## src/common/hsq_map.vh

```
// constants for the homing sequencer: method codes, control word values, phases
`ifndef HSQ_MAP_VH
`define HSQ_MAP_VH
`define HSQ_METHOD_SWITCH_REV   8'h1E
`define HSQ_METHOD_INDEX_REV    8'h21
`define HSQ_METHOD_INDEX_FWD    8'h22
`define HSQ_METHOD_HERE         8'h23
`define HSQ_CW_READY            16'h000F
`define HSQ_CW_START            16'h001F
`define HSQ_OFFSET_ABSOLUTE     1'b0
`define HSQ_OFFSET_RELATIVE     1'b1
`define HSQ_SPEED_W             16
`define HSQ_POS_W               32
`define HSQ_ST_IDLE             3'h0
`define HSQ_ST_FAST_REV         3'h1
`define HSQ_ST_FAST_FWD         3'h2
`define HSQ_ST_SLOW_REV         3'h3
`define HSQ_ST_INDEX            3'h4
`define HSQ_ST_DONE             3'h5
`define HSQ_ST_ERROR            3'h6
`endif

```

## src/hw/hsq_sync.v

```verilog
// two-stage synchroniser with edge detection for asynchronous pins
`timescale 1ns/1ns
module hsq_sync #(
    parameter WIDTH = 4
) (
    input  wire             ref_clk,
    input  wire             rst,
    input  wire [WIDTH-1:0] async_in,
    output reg  [WIDTH-1:0] sync_out,
    output wire [WIDTH-1:0] rise,
    output wire [WIDTH-1:0] fall
);
    reg [WIDTH-1:0] meta;
    reg [WIDTH-1:0] prev;

    // meta feeds only sync_out; edges are taken after the second stage
    always @(posedge ref_clk or posedge rst)
    begin
        if (rst)
        begin
            meta     <= {WIDTH{1'b0}};
            sync_out <= {WIDTH{1'b0}};
            prev     <= {WIDTH{1'b0}};
        end
        else
        begin
            meta     <= async_in;
            sync_out <= meta;
            prev     <= sync_out;
        end
    end

    assign rise = sync_out & ~prev;
    assign fall = ~sync_out & prev;
endmodule // hsq_sync

```

## src/hw/hsq_homing.v

```verilog
// homing sequencer for methods 30, 33, 34 and 35
`timescale 1ns/1ns
`include "hsq_map.vh"
module hsq_homing #(
    parameter SPEED_W = `HSQ_SPEED_W,
    parameter POS_W   = `HSQ_POS_W
) (
    input  wire               ref_clk,
    input  wire               rst,
    input  wire [15:0]        control_word,
    input  wire [7:0]         homing_method_select,
    input  wire               homing_offset_mode,
    input  wire [POS_W-1:0]   origin_offset_value,
    input  wire [SPEED_W-1:0] high_speed,
    input  wire [SPEED_W-1:0] low_speed,
    input  wire [POS_W-1:0]   position_in,
    input  wire               origin_switch_input,
    input  wire               reverse_limit,
    input  wire               forward_limit,
    input  wire               index_pulse,
    output reg  [SPEED_W-1:0] speed_cmd,
    output reg                move_reverse,
    output reg                moving,
    output reg                homing_done,
    output reg                homing_error,
    output reg                position_load,
    output reg  [POS_W-1:0]   position_feedback_value
);
    // --------------------------------------------------------------
    // input synchronisers
    // --------------------------------------------------------------
    wire [3:0] pin_sync;
    wire [3:0] pin_rise;
    wire [3:0] pin_fall;

    hsq_sync #(
        .WIDTH (4)
    ) u_sync (
        .ref_clk  (ref_clk),
        .rst      (rst),
        .async_in ({index_pulse, forward_limit, reverse_limit, origin_switch_input}),
        .sync_out (pin_sync),
        .rise     (pin_rise),
        .fall     (pin_fall)
    );

    wire sw_level = pin_sync[0];
    wire sw_rise  = pin_rise[0];
    wire sw_fall  = pin_fall[0];
    wire rev_lim  = pin_sync[1];
    wire fwd_lim  = pin_sync[2];
    wire idx_rise = pin_rise[3];

    // --------------------------------------------------------------
    // phase codes and start decode
    // --------------------------------------------------------------
    localparam [2:0] ST_IDLE     = `HSQ_ST_IDLE;
    localparam [2:0] ST_FAST_REV = `HSQ_ST_FAST_REV;
    localparam [2:0] ST_FAST_FWD = `HSQ_ST_FAST_FWD;
    localparam [2:0] ST_SLOW_REV = `HSQ_ST_SLOW_REV;
    localparam [2:0] ST_INDEX    = `HSQ_ST_INDEX;
    localparam [2:0] ST_DONE     = `HSQ_ST_DONE;
    localparam [2:0] ST_ERROR    = `HSQ_ST_ERROR;

    // first phase of a search from the method value and the switch level; an unknown method goes to error
    function [2:0] first_phase;
        input [7:0] method;
        input       level;
        begin
            case (method)
                `HSQ_METHOD_SWITCH_REV:
                    first_phase = level ? ST_SLOW_REV
                                        : ST_FAST_REV;
                `HSQ_METHOD_INDEX_REV: first_phase = ST_INDEX;
                `HSQ_METHOD_INDEX_FWD: first_phase = ST_INDEX;
                `HSQ_METHOD_HERE:      first_phase = ST_DONE;
                default:               first_phase = ST_ERROR;
            endcase
        end
    endfunction

    reg  [15:0] cw_prev;
    reg  [2:0]  state;
    reg  [2:0]  next_state;

    // start is the step of the control word from ready to start
    wire        start    = (cw_prev == `HSQ_CW_READY) && (control_word == `HSQ_CW_START);
    // a start given during motion is dropped; status and origin are left alone then
    wire        at_rest  = (state == ST_IDLE) || (state == ST_DONE) || (state == ST_ERROR);
    wire        accept   = start && at_rest;
    wire [2:0]  entry    = first_phase(homing_method_select, sw_level);
    wire        load_org = accept && (entry == ST_DONE);
    // a run that ends where the last one ended must still raise its flag
    wire        set_done = (next_state == ST_DONE) && ((state != ST_DONE) || accept);
    wire        set_err  = (next_state == ST_ERROR) && ((state != ST_ERROR) || accept);

    // --------------------------------------------------------------
    // sequencer
    // --------------------------------------------------------------
    // next phase from the present one and the synchronised pin events
    always @*
    begin
        next_state = state;
        case (state)
            ST_IDLE, ST_DONE, ST_ERROR:
            begin
                if (accept)
                    next_state = entry;
            end
            ST_FAST_REV:
            begin
                if (sw_rise)
                    next_state = ST_SLOW_REV;
                else if (rev_lim)
                    next_state = ST_FAST_FWD;
            end
            ST_FAST_FWD:
            begin
                if (sw_rise)
                    next_state = ST_SLOW_REV;
                else if (fwd_lim)
                    next_state = ST_ERROR;    // switch never found
            end
            ST_SLOW_REV:
            begin
                if (sw_fall)
                    next_state = ST_DONE;
                else if (rev_lim)
                    next_state = ST_ERROR;
            end
            ST_INDEX:
            begin
                if (idx_rise)
                    next_state = ST_DONE;
                else if (move_reverse ? rev_lim : fwd_lim)
                    next_state = ST_ERROR;
            end
            default: next_state = ST_IDLE;
        endcase
    end

    // motion outputs follow the phase; every output is registered
    always @(posedge ref_clk or posedge rst)
    begin
        if (rst)
        begin
            cw_prev                 <= 16'h0000;
            state                   <= ST_IDLE;
            speed_cmd               <= {SPEED_W{1'b0}};
            move_reverse            <= 1'b0;
            moving                  <= 1'b0;
            homing_done             <= 1'b0;
            homing_error            <= 1'b0;
            position_load           <= 1'b0;
            position_feedback_value <= {POS_W{1'b0}};
        end
        else
        begin
            cw_prev       <= control_word;
            state         <= next_state;
            position_load <= 1'b0;
            case (next_state)
                ST_FAST_REV:
                begin
                    speed_cmd    <= high_speed;
                    move_reverse <= 1'b1;
                    moving       <= 1'b1;
                end
                ST_FAST_FWD:
                begin
                    speed_cmd    <= high_speed;
                    move_reverse <= 1'b0;
                    moving       <= 1'b1;
                end
                ST_SLOW_REV:
                begin
                    speed_cmd    <= low_speed;
                    move_reverse <= 1'b1;
                    moving       <= 1'b1;
                end
                ST_INDEX:
                begin
                    speed_cmd    <= low_speed;
                    moving       <= 1'b1;
                    // direction is fixed on entry and held through the search
                    if (state != ST_INDEX)
                        move_reverse <= (homing_method_select == `HSQ_METHOD_INDEX_REV);
                end
                default:
                begin
                    speed_cmd <= {SPEED_W{1'b0}};
                    moving    <= 1'b0;
                end
            endcase
            // status: cleared on an accepted start, set on entry to done or error; set wins
            if (set_done)
                homing_done <= 1'b1;
            else if (accept)
                homing_done <= 1'b0;
            if (set_err)
                homing_error <= 1'b1;
            else if (accept)
                homing_error <= 1'b0;
            // tracks external position except in the cycle of an origin load
            if (load_org)
            begin
                position_load <= 1'b1;
                if (homing_offset_mode == `HSQ_OFFSET_RELATIVE)
                    position_feedback_value <= position_in + origin_offset_value;
                else
                    position_feedback_value <= origin_offset_value;
            end
            else
                position_feedback_value <= position_in;
        end
    end
endmodule // hsq_homing

```

## config.mk

```make
export PLATFORM = sky130hd
export DESIGN_NAME = hsq_homing
export DESIGN_NICKNAME = d
export VERILOG_FILES = /design/src/hw/hsq_sync.v /design/src/hw/hsq_homing.v
export VERILOG_INCLUDE_DIRS = /design/src /design/src/common
export SDC_FILE = /design/constraint.sdc
export NUM_CORES = 1
export LEC_CHECK = 0
export BUFFER_PORTS_ARGS = -buffer_cell sky130_fd_sc_hd__buf_2
export CAP_MARGIN = 15
export CORE_ASPECT_RATIO = 1.2
export CORE_MARGIN = 8
export CORE_UTILIZATION = 30
export DETAILED_ROUTE_END_ITERATION = 16
export PLACE_DENSITY = 0.51
export SYNTH_ARGS = -nofsm -noshare
export SYNTH_HDL_FRONTEND = slang
export SYNTH_SLANG_ARGS = --single-unit
```

## constraint.sdc

```tcl
create_clock -name ref_clk -period 2.65 [get_ports ref_clk]
set_input_delay 0.1325 -clock ref_clk [delete_from_list [all_inputs] [get_ports ref_clk]]
set_output_delay 0.1325 -clock ref_clk [all_outputs]
set_load 0.1 [all_outputs]
```

# Word level (Yosys, flattened, before mapping)

Cells that the tools add are included.

Bits in registers: 84
Input bits: 127
Output and inout port bits: 53

$add $sub $neg: 1
Equality and inequality tests: 23
Multiplexer cells: 23
Bitwise logic cells: 4
Reductions and logical operators: 20

Operators with widths:

| operator                                             | number |
|---|---|
| 2-to-1 mux 32 bit                                    | 2 |
| adder 32 bit                                         | 1 |
| one-hot mux 16 bit (2 select lines)                  | 1 |
| 2-to-1 mux 3 bit                                     | 9 |
| equality test 8 x 6 -> 1 bit, second input constant  | 3 |
| equality test 3 bit, second input constant           | 7 |
| equality test 16 x 4 -> 1 bit, second input constant | 1 |
| equality test 16 x 5 -> 1 bit, second input constant | 1 |
| one-hot mux 3 bit (5 select lines)                   | 1 |
| equality test 3 x 2 -> 1 bit, second input constant  | 4 |
| != test 3 bit, second input constant                 | 3 |
| one-hot mux 3 bit (3 select lines)                   | 1 |
| equality test 8 x 5 -> 1 bit, second input constant  | 1 |
| OR reduction 2 bit                                   | 4 |
| 2-to-1 mux 1 bit                                     | 7 |
| equality test 3 x 1 -> 1 bit, second input constant  | 2 |
| logical AND 1 bit                                    | 5 |
| bitwise AND 4 bit                                    | 1 |
| logical OR 1 bit                                     | 4 |
| NOT 4 bit                                            | 1 |
| nonzero test 2 bit                                   | 2 |
| OR reduction 4 bit                                   | 1 |
| zero test 3 bit                                      | 1 |
| one-hot mux 1 bit (3 select lines)                   | 1 |
| other kinds (7)                                      | 7 |

# Depth between registers and ports, before layout

Gate-level depths: netlist of run 1.

Depth in word-level cells: 10
Mapped depth: 11
Depth with buffers taken out: 11

# Cells and area by module

Synthesis of run 1 repeated with hierarchy kept, for this count alone.

Cell total of the unflattened synthesis: 566
Area total of the unflattened synthesis: 5292.6 µm²

Modules (own cells, without submodules):

| module     | instances | cells each | area each (µm²) |
|---|---|---|---|
| hsq_homing | 1         | 545        | 4918.5 |
| hsq_sync   | 1         | 21         | 374.1 |

# Worst setup path before layout of run 1

No wires, ideal clock.

Path kind: register to register
From: register move_reverse
To: register speed_cmd[10]
Setup time: 65 ps
Arrival time: 2495 ps
Data required time: 2585 ps
Slack: 89 ps
Stages on the path, launching flop included: 8
Clock period less this slack: 2561 ps
Cell sequence: dfrtp_1 -> mux2i_1 -> nor2_1 -> a2111oi_4 -> nand3_1 -> o21ai_1 -> buf_4 -> a22o_1

Word-level cells in the longest chain between the ends: 7

Ends and longest elaborated chain:

| what                                        | line             | text |
|---|---|---|
| from (decl)                                 | hsq_homing.v:22  | `output reg move_reverse,` |
| from (signal assigned)                      | hsq_homing.v:187 | `` move_reverse <= (homing_method_select == `HSQ_METHOD_INDEX_REV); `` |
| 2-to-1 mux 1 bit *                          | hsq_homing.v:135 | `else if (move_reverse ? rev_lim : fwd_lim)` |
| 2-to-1 mux 3 bit *                          | hsq_homing.v:135 |  |
| 2-to-1 mux 3 bit *                          | hsq_homing.v:133 | `if (idx_rise)` |
| one-hot mux 3 bit (5 select lines) *        | hsq_homing.v:104 | `case (state)` |
| equality test 3 bit (tied with other cells) | hsq_homing.v:162 | `case (next_state)` |
| OR reduction 2 bit (no source line)         | --               |  |
| one-hot mux 16 bit (2 select lines) *       | hsq_homing.v:162 |  |
| to (signal assigned)                        | hsq_homing.v:165 | `speed_cmd <= high_speed;` |
| to (signal assigned)                        | hsq_homing.v:171 | `speed_cmd <= high_speed;` |
| to (signal assigned)                        | hsq_homing.v:177 | `speed_cmd <= low_speed;` |
| to (decl)                                   | hsq_homing.v:21  | `output reg [SPEED_W-1:0] speed_cmd,` |

Mark *: on every way between the ends. The rest lies on a longest branch, timed or not.
A chain may end at the register's enable or synchronous reset.

# Final worst setup path of run 1

From: input port control_word[9]
To: register moving

Word-level cells in the longest chain between the ends: 8

Ends and longest elaborated chain:

| what                                             | line             | text |
|---|---|---|
| from (decl)                                      | hsq_homing.v:10  | `input wire [15:0] control_word,` |
| equality test 16 x 5 -> 1 bit (no source line) * | --               |  |
| logical AND 1 bit *                              | hsq_homing.v:87  | `` wire start = (cw_prev == `HSQ_CW_READY) && (control_word == `HSQ_CW_START); `` |
| logical AND 1 bit *                              | hsq_homing.v:90  | `wire accept = start && at_rest;` |
| 2-to-1 mux 3 bit *                               | hsq_homing.v:107 | `if (accept)` |
| one-hot mux 3 bit (5 select lines) *             | hsq_homing.v:104 |  |
| equality test 3 bit (tied with other cells)      | hsq_homing.v:162 |  |
| OR reduction 4 bit (no source line) *            | --               |  |
| 2-to-1 mux 1 bit *                               | hsq_homing.v:162 |  |
| to (signal assigned)                             | hsq_homing.v:167 | `moving <= 1'b1;` |
| to (signal assigned)                             | hsq_homing.v:173 | `moving <= 1'b1;` |
| to (signal assigned)                             | hsq_homing.v:179 | `moving <= 1'b1;` |
| to (decl)                                        | hsq_homing.v:23  | `output reg moving,` |

Marks and branches as above.

==> reports/results.tsv, run 1 <==
metric	value	unit
areaGrowthSynthToFinish	39.4	%
fin_cells	1007	
setup_tns	0	ns
place_congestion	0.875	
wl_per_cell	17.4	µm
via_per_inst	5.11	
tightest_slew	0.656	ns
final_cell_area	0.00729	mm²
async_flop_share	1.00	
dp_hpwl	13300	µm
grt_pass1_vias	5495	
cts_tree	done	
final_common_cell	buf_2	
clk_latency	0.35	ns
dieArea	0.0219	mm²
slew_violations	0	
final_cell_mix	175 x buf_2, 82 x dfrtp_1, 53 x a21oi_1	
syn_area_per_cell	9.44	µm²
worst-setup-path-type	in2reg	
drive_gt1_frac	0.307	
crit_buf_inv	4	
path_clk_slew	0.07	ns
crit_chain	dlygate4sd3_1 > buf_2 > nor4_2 > nand4_1 > nor3_4 > nor3b_4 > a2111oi_4 > buf_4 > xnor2_2 > nor2_4 > buf_12 > or2_1	
yosysSeqAreaShare	0.392	
r2r_start	state[0]	
cts_buffers	9	
core.rowCount	53	
core-area	0.0173	mm²
max-vdd-ir-drop	0.000431	V
synth_edf_count	0	
cp_top_family	simple AND/OR/NAND/NOR gates	
worst-path-max-fanout	17	
multi_input_area	0.00310	mm²
reg2reg_depth	9	
seq_area	0.00205	mm²
hold_viol_final	0	
end_kind	flop	
cp_num_cells	12	
yosys_most_used_dff	dfrtp_1	
drc_errors	0	
dieWidth	137	µm
wl	17600	µm
cts_htree_levels	3	
initial_core_util	0.302	
dp_cells	950	
clock_skew	0.0115	ns
antenna_found_initial	1	
r2r_slack	0.15	ns
grt_pass1_wl	27600	µm
yosysWarnings	0	
synthCells	554	
io_pins	180	
syn_area	0.00523	mm²
pre_cts_ws	0.0402	ns
fin_nets	938	
synth_seq_cells	82	
firstDrtPassIters	4	
detail-route-antenna-nets	0	
cp_slowest_cell	dlygate4sd3_1	
powerDensity	804	mW/mm²
crit_end	moving	
synth_cell_types	66	
status	complete, no violations	
nFillCells	1717	
dpl_cell_area	0.00650	mm²
grt_max_degree	50	
arrival	2.79	ns
synth_largest_area_cell	dfrtp_1	
clock.fmax	391	MHz
max_stage_delay	0.54	ns
min_from	high_speed[11]	
synth_area_leaders	dfrtp_1 39%, ha_1 7.4%, mux2i_1 5.2%	
grt_overflow	0	
setup_viol_count_final	0	
max_slew_margin	0.562	
dr_total_vias	5141	
die_h	161	µm
fin_crit	2.56	ns
track_usage	0.158	
leakagePower	3.46	nW
r2r-end	homing_done	
cp-startpoint	control_word[9]	
cts.sinks	82	
ctsRootBufferMaster	clkbuf_16	
io_buffers	179	
fin_crit_sh	0.966	
syn_nets	713	
netlist.area_leader.share	0.392	
cap_violations	0	
clk_path_buf_depth	2	
start_kind	primary input	
fin_ws	0.0894	ns
drtIter0Drc	218	
critPathRequiredTime	2.88	ns
hold_class	in2reg	
-- sequential cells by signal, summed over array words and instances, names as in the netlist --
register,flops
cw_prev,16
position_load,1
u_sync.prev,2
move_reverse,1
speed_cmd,16
u_sync.meta,4
state,3
moving,1
homing_done,1
u_sync.sync_out,4
position_feedback_value,32
homing_error,1
-- cell type report --
class	count	area share
Clock inverter	6	0.00772
Sequential cell	82	0.281
Antenna cell	3	0.00103
Tap cell	220	0.0377
Inverter	16	0.00841
Timing Repair Buffer	240	0.207
Multi-Input combinational cell	430	0.424
Clock buffer	10	0.0328
-- metrics by stage --
step	power, mW	utilization	hold slack [ns]
2_1_floorplan	3.70	-	0.164
3_3_place_gp	4.40	0.376	0.238
5_1_grt	6.19	0.421	0.00968
6_report	5.86	0.421	0.0134
4_1_cts	5.79	0.415	0.000318
3_5_place_dp	4.43	0.376	0.242
-- where the power goes --
group / switching (mW) / internal [mW] / total [mW]
clock: 0.590 / 0.684 / 1.27
sequential: 0.0843 / 1.44 / 1.53
combinational: 2.04 / 1.02 / 3.06
total: 2.71 / 3.15 / 5.86
-- kinds of logic after synthesis --
| kind of cell | Yosys count | synth area share |
|---|---|---|
| fa+ha+maj | 33 | 0.0799 |
| xor+xnor | 19 | 0.0318 |
| buf+inv | 42 | 0.0333 |
| simple gates | 181 | 0.192 |
| compound gates | 169 | 0.217 |
| flops | 82 | 0.392 |
| mux | 28 | 0.0538 |
-- cell usage after synthesis (3+ instances only) --
cell type,count
a211oi_1,4
a21o_1,14
a21oi_1,53
a22o_1,17
a311oi_1,3
a31oi_1,9
and2_1,5
and3_1,10
and4b_1,3
clkbuf_1,22
dfrtp_1,82
ha_1,31
inv_1,16
mux2i_1,27
nand2_1,37
nand2b_1,3
nand3_1,9
nand4_1,15
nor2_1,39
nor2b_1,5
nor3_1,7
nor3b_1,27
nor4_1,4
o211ai_1,6
o21a_1,4
o21ai_0,31
o21bai_1,5
or3_1,3
xnor2_1,13
xor2_1,6
-- per-layer routing --
layer,global-route usage,vias to the layer above,wire length [µm]
li1,-,2512,-
met2,0.271,138,8740
met3,0.0334,17,1100
met1,0.188,2474,7460
met4,0.0550,0,263
met5,0,-,0
-- worst min-delay path by stage --
stage | cells past startpoint | slack, ns | endpoint
after global routing | 2 | 0.01 | speed_cmd[11]
after detailed placement | 1 | 0.24 | u_sync.meta[3]
final | 2 | 0.01 | speed_cmd[11]
after CTS | 2 | 0.0003 | speed_cmd[7]
after floorplan | 0 | 0.16 | cw_prev[0]
after global placement | 2 | 0.24 | speed_cmd[12]
-- timing repair --
action                                  CTS  global route
endpoints found under the setup margin    0            27
resized for setup                         0            19
hold endpoints to repair                 63             0
hold buffers                             39             0
setup buffers                             0             3
(Power assumes the default switching activity.)
==> run 2: changes to the inputs <==
- CAP_MARGIN: 15 -> unset
- HOLD_SLACK_MARGIN: unset -> 0.08
==> run 2 against run 1 <==
  * Critical path type unchanged
  * Non-clock buffer count rose by 42
  * Worst setup slack got worse by 0.038 ns
  * First-iteration DRC count grew 5.0%
  * Highest routed layer unchanged
  * Critical path depth unchanged
  * Routed wire length rose by 2.1%
  * Hold slack improved by 0.087 ns
  * Combinational power barely moved
  * Register-to-register slack got worse by 0.02 ns
  * Sequential power about the same
  * Die area unchanged
  * Design area grew 6.8%
  * Clock skew is 0.0014 ns lower
==> reports/results.tsv, run 2 (synthesis results as in run 1) <==
metric	value	unit	change
cp_slowest_cell	dlygate4sd3_1		unchanged
regMostFlops	position_feedback_value		unchanged
cts_buffers	9		unchanged
max_stage_delay	0.54	ns	about the same
dp_cells	950		unchanged
worst-setup-path-type	in2reg		unchanged
wl	17900	µm	was 17,600 µm
rsz0062_at_grt	true		
via_per_inst	5.03		was 5.11
end_kind	flop		unchanged
core-area	0.0173	mm²	unchanged
initial_core_util	0.302		unchanged
io_pins	180		unchanged
largest_reg_flops	32		unchanged
reg2reg_depth	10		was 9
track_usage	0.162		was 0.158
fin_ws	0.0516	ns	was 0.0894 ns
die_h	161	µm	unchanged
fin_crit	2.60	ns	was 2.56 ns
firstDrtPassIters	4		unchanged
arrival	2.83	ns	was 2.79 ns
hold_depth	3		was 2
final_cell_mix	175 x buf_2, 83 x dlygate4sd3_1, 82 x dfrtp_1		was 175 x buf_2, 82 x dfrtp_1, 53 x a21oi_1
wl_per_cell	17.1	µm	was 17.4 µm
core.rowCount	53		unchanged
fin_crit_sh	0.981		was 0.966
areaGrowthSynthToFinish	48.9	%	was 39.4%
cap_violations	0		unchanged
drtIter0Drc	229		was 218
nFillCells	1665		was 1,717
place_congestion	0.875		unchanged
clk_latency	0.35	ns	about the same
io_buffers	179		unchanged
leakagePower	3.63	nW	was 3.46 nW
cts.sinks	82		unchanged
grt_overflow	0		unchanged
slew_violations	0		unchanged
fin_nets	980		was 938
max_slew_margin	0.565		was 0.562
hold_viol_final	0		unchanged
dieWidth	137	µm	unchanged
clock_skew	0.0101	ns	was 0.0115 ns
max-vdd-ir-drop	0.000528	V	was 0.000431 V
detail-route-antenna-nets	0		unchanged
dieArea	0.0219	mm²	unchanged
clock.fmax	385	MHz	was 391 MHz
cp_num_cells	12		unchanged
grt_pass1_wl	28400	µm	was 27,600 µm
cts_htree_levels	3		unchanged
setup_viol_count_final	0		unchanged
dp_hpwl	13300	µm	unchanged
antenna_found_initial	1		unchanged
grt_max_degree	50		unchanged
powerDensity	755	mW/mm²	was 804 mW/mm²
grt_pass1_vias	5701		was 5,495
path_clk_slew	0.07	ns	about the same
hold_class	in2reg		unchanged
worst-path-max-fanout	17		unchanged
tightest_slew	0.652	ns	was 0.656 ns
cts_tree	done		unchanged
crit_buf_inv	4		unchanged
start_kind	primary input		unchanged
clk_path_buf_depth	2		unchanged
final_common_cell	buf_2		unchanged
pre_cts_ws	0.0402	ns	unchanged
status	complete, no violations		unchanged
setup_tns	0	ns	unchanged
drive_gt1_frac	0.301		was 0.307
dr_total_vias	5267		was 5,141
fin_cells	1048		was 1,007
drc_errors	0		unchanged
cp_top_family	simple AND/OR/NAND/NOR gates		unchanged
ctsRootBufferMaster	clkbuf_16		unchanged
crit_chain	dlygate4sd3_1 > buf_2 > nor4_2 > nand4_1 > nor3_4 > nor3b_4 > a2111oi_4 > buf_4 > xnor2_2 > nor2_4 > buf_12 > or2_1		unchanged
top_regs	position_feedback_value x32, cw_prev x16, speed_cmd x16		unchanged
critPathRequiredTime	2.88	ns	about the same
run 2: cell type report:
cell class / instances / area [µm²] / area share
Multi-Input combinational cell: 430 / 3170 / 0.407
Inverter: 16 / 61.3 / 0.00787
Timing Repair Buffer: 282 / 1930 / 0.248
Sequential cell: 82 / 2050 / 0.263
Clock buffer: 10 / 239 / 0.0307
Antenna cell: 2 / 5.00 / 0.000643
Tap cell: 220 / 275 / 0.0353
Clock inverter: 6 / 56.3 / 0.00723
run 2: repair_timing:
item	4_1_cts	5_1_grt
buffers inserted	0	2
hold buffers	83	0
gates resized for setup	0	31
setup endpoints to repair	0	34
hold endpoints to repair	99	0
run 2: path summary, 6_finish.rpt:
check                                             start                     endpoint  slack, ns
max in group asynchronous                           rst               u_sync.prev[3]       1.55
worst max-delay path                    control_word[9]                       moving       0.05
min in group asynchronous                           rst                speed_cmd[13]       0.40
worst max register to register              cw_prev[10]                       moving       0.13
worst min register to register           u_sync.meta[1]           u_sync.sync_out[1]       0.35
worst min-delay path            origin_offset_value[21]  position_feedback_value[21]       0.10
run 2: metrics by stage:
step | utilization | instance area, µm² | hold WS [ns] | total power, mW
after global routing | 0.450 | 7780 | 0.101 | 6.20
after CTS | 0.441 | 7630 | 0.0869 | 5.84
after detailed placement | 0.376 | 6500 | 0.242 | 4.43
after floorplan | - | 5230 | 0.164 | 3.70
after global placement | 0.376 | 6500 | 0.238 | 4.40
final | 0.450 | 7790 | 0.100 | 5.88
run 2: worst reg2reg max path, cell delays in order (launching register included):
cell and delay (ns):
dfrtp_1 0.37, nor4_2 0.29, nand4_1 0.24, nor3_4 0.31
nor3b_4 0.10, a2111oi_4 0.35, buf_4 0.20, xnor2_2 0.13
nor2_4 0.06, buf_12 0.15, or2_1 0.20
run 2: where the power goes:
group / switching [mW] / leakage (nW) / total [mW] / internal (mW)
Clock: 0.592 / 0.144 / 1.28 / 0.684
Combinational: 2.03 / 2.51 / 3.08 / 1.05
Sequential: 0.0840 / 0.976 / 1.53 / 1.44
Total: 2.71 / 3.63 / 5.88 / 3.18
run 2: layer usage:
layer	routed length [µm]	GRT usage
met1	7570	0.192
met4	374	0.0550
met5	0	0
met3	1070	0.0316
met2	8930	0.283
==> run 3: changes to the inputs <==
- clock period: 2.65 -> 3 ns (I/O delays scaled with it)
==> run 3 against run 2 <==
  * Die area unchanged
  * Largest power group unchanged
  * Highest routed layer unchanged
  * First-iteration DRC count is 11% lower
  * Critical endpoint is now position_feedback_value[27]
  * Sequential share of layout area rose by 1.2 points
==> reports/results.tsv, run 3 (synthesis results as in run 1) <==
metric	value	unit	change
dp_cells	936		was 950
power.switching	2.31	mW	was 2.71 mW
rsz0062_at_grt	false		was true
grt_pass1_wl	27400	µm	was 28,400 µm
largest_reg_flops	32		unchanged
antenna_found_initial	0		was 1
max_slew_margin	0.415		was 0.565
setup_tns	0	ns	unchanged
seq_area	0.00205	mm²	unchanged
drive_gt1_frac	0.273		was 0.301
dieArea	0.0219	mm²	unchanged
arrival	3.09	ns	was 2.83 ns
place_congestion	0.857		was 0.875
pwr-share-seq	0.275		was 0.259
wl	17400	µm	was 17,900 µm
status	complete, no violations		unchanged
final_cell_area	0.00745	mm²	was 0.00779 mm²
power_frac_clock	0.220		was 0.217
end_kind	flop		unchanged
max-vdd-ir-drop	0.000350	V	was 0.000528 V
hold_viol_final	0		unchanged
p_sw_frac	0.467		was 0.460
initial_core_util	0.302		unchanged
dieWidth	137	µm	unchanged
via_per_inst	4.98		was 5.03
cts_buffers	9		unchanged
cap_violations	0		unchanged
fin_cells	1029		was 1,048
clock_skew	0.00585	ns	was 0.0101 ns
final_cell_mix	179 x buf_2, 82 x dfrtp_1, 76 x dlygate4sd3_1		was 175 x buf_2, 83 x dlygate4sd3_1, 82 x dfrtp_1
worst-path-max-fanout	5		was 17
leakagePower	3.51	nW	was 3.63 nW
combPwrFrac	0.505		was 0.524
track_usage	0.157		was 0.162
areaGrowthSynthToFinish	42.4	%	was 48.9%
path_clk_slew	0.07	ns	about the same
io_buffers	179		unchanged
fin_crit	2.85	ns	
critPathRequiredTime	3.24	ns	was 2.88 ns
slew_violations	0		unchanged
grt_pass1_vias	5477		was 5,701
dpl_cell_area	0.00637	mm²	was 0.00650 mm²
cts_htree_levels	3		unchanged
drtIter0Drc	204		was 229
worst-setup-path-type	in2reg		unchanged
die_h	161	µm	unchanged
cts.sinks	82		unchanged
tightest_slew	0.876	ns	was 0.652 ns
drc_errors	0		unchanged
core-area	0.0173	mm²	unchanged
antennaDiodeCount	0		was 2
clk_path_buf_depth	2		unchanged
regMostFlops	position_feedback_value		unchanged
cts_tree	done		unchanged
grt_max_degree	46		was 50
dr_total_vias	5121		was 5,267
final_common_cell	buf_2		unchanged
nFillCells	1662		was 1,665
fin_util	0.430		was 0.450
fin_nets	963		was 980
clk_latency	0.35	ns	about the same
clock.fmax	350	MHz	
detail-route-antenna-nets	0		unchanged
wl_per_cell	16.9	µm	was 17.1 µm
fin_crit_sh	0.951		
io_pins	180		unchanged
dp_hpwl	13100	µm	was 13,300 µm
multi_input_area	0.00302	mm²	was 0.00317 mm²
start_kind	primary input		unchanged
top_regs	position_feedback_value x32, cw_prev x16, speed_cmd x16		unchanged
grt_overflow	0		unchanged
ctsRootBufferMaster	clkbuf_16		unchanged
setup_viol_count_final	0		unchanged
powerDensity	665	mW/mm²	was 755 mW/mm²
core.rowCount	53		unchanged
intPower	2.64	mW	was 3.18 mW
firstDrtPassIters	4		unchanged
hold_class	in2reg		unchanged
run 3: cell types whose count changed in the layout (fill, tap and decap cells not counted), moves of 3 or more:
cell           change
dlygate4sd3_1      -7
buf_4             -11
nor4_1             +3
ha_1               +4
buf_2              +4
run 3: path summary, 6_finish.rpt:
kind | cells past startpoint | from | slack [ns] | end
worst max-delay path | 11 | position_in[4] | 0.15 | position_feedback_value[27]
worst min-delay path | 3 | position_in[15] | 0.08 | position_feedback_value[15]
min in group asynchronous | 3 | rst | 0.51 | position_feedback_value[18]
max in group asynchronous | 4 | rst | 1.71 | u_sync.meta[0]
worst max register to register | 9 | cw_prev[5] | 0.30 | speed_cmd[1]
worst min register to register | 0 | u_sync.meta[0] | 0.35 | u_sync.sync_out[0]
run 3: cell type report:
cell class / count / share of cell area
Clock inverter: 7 / 0.00806
Clock buffer: 9 / 0.0302
Timing Repair Buffer: 265 / 0.236
Tap cell: 220 / 0.0370
Multi-Input combinational cell: 430 / 0.405
Sequential cell: 82 / 0.275
Inverter: 16 / 0.00823
run 3: timing repair:
action	4_1_cts	5_1_grt
hold buffers	76	0
endpoints found under the hold margin	102	0
resized for setup	0	2
setup endpoints to repair	0	4
buffers inserted	0	1
run 3: through the flow:
stage                     total power, mW  worst slack [ns]  hold slack [ns]
final                                4.95             0.146           0.0838
after detailed placement             3.74             0.226            0.265
after global placement               3.70             0.312            0.261
after floorplan                      3.26             0.439            0.181
after CTS                            4.94             0.135           0.0802
after global routing                 5.23           0.00211           0.0847
run 3: critical path: stages:
cell and delay [ns]:
dlygate4sd3_1 0.53, buf_2 0.13, ha_1 0.35, nand2_1 0.07, or3_1 0.45, a31oi_1 0.29
and3b_1 0.27, o21ai_0 0.16, a31oi_1 0.40, mux2i_1 0.23, nand2_1 0.06
run 3: power groups by stage:
stage | clock network (mW) | logic [mW] | registers, mW
after floorplan | 0 | 1.05 | 2.22
after global placement | 0 | 2.32 | 1.38
after detailed placement | 0 | 2.36 | 1.38
after CTS | 1.13 | 2.45 | 1.36
after global routing | 1.18 | 2.66 | 1.38
final | 1.09 | 2.50 | 1.36
run 3: layer usage:
| metal | routed length, µm | up-vias | GRT usage |
|---|---|---|---|
| met2 | 8670 | 152 | 0.274 |
| li1 | - | 2559 | - |
| met5 | 0 | - | 0 |
| met3 | 1030 | 23 | 0.0381 |
| met1 | 7400 | 2387 | 0.182 |
| met4 | 320 | 0 | 0.0545 |
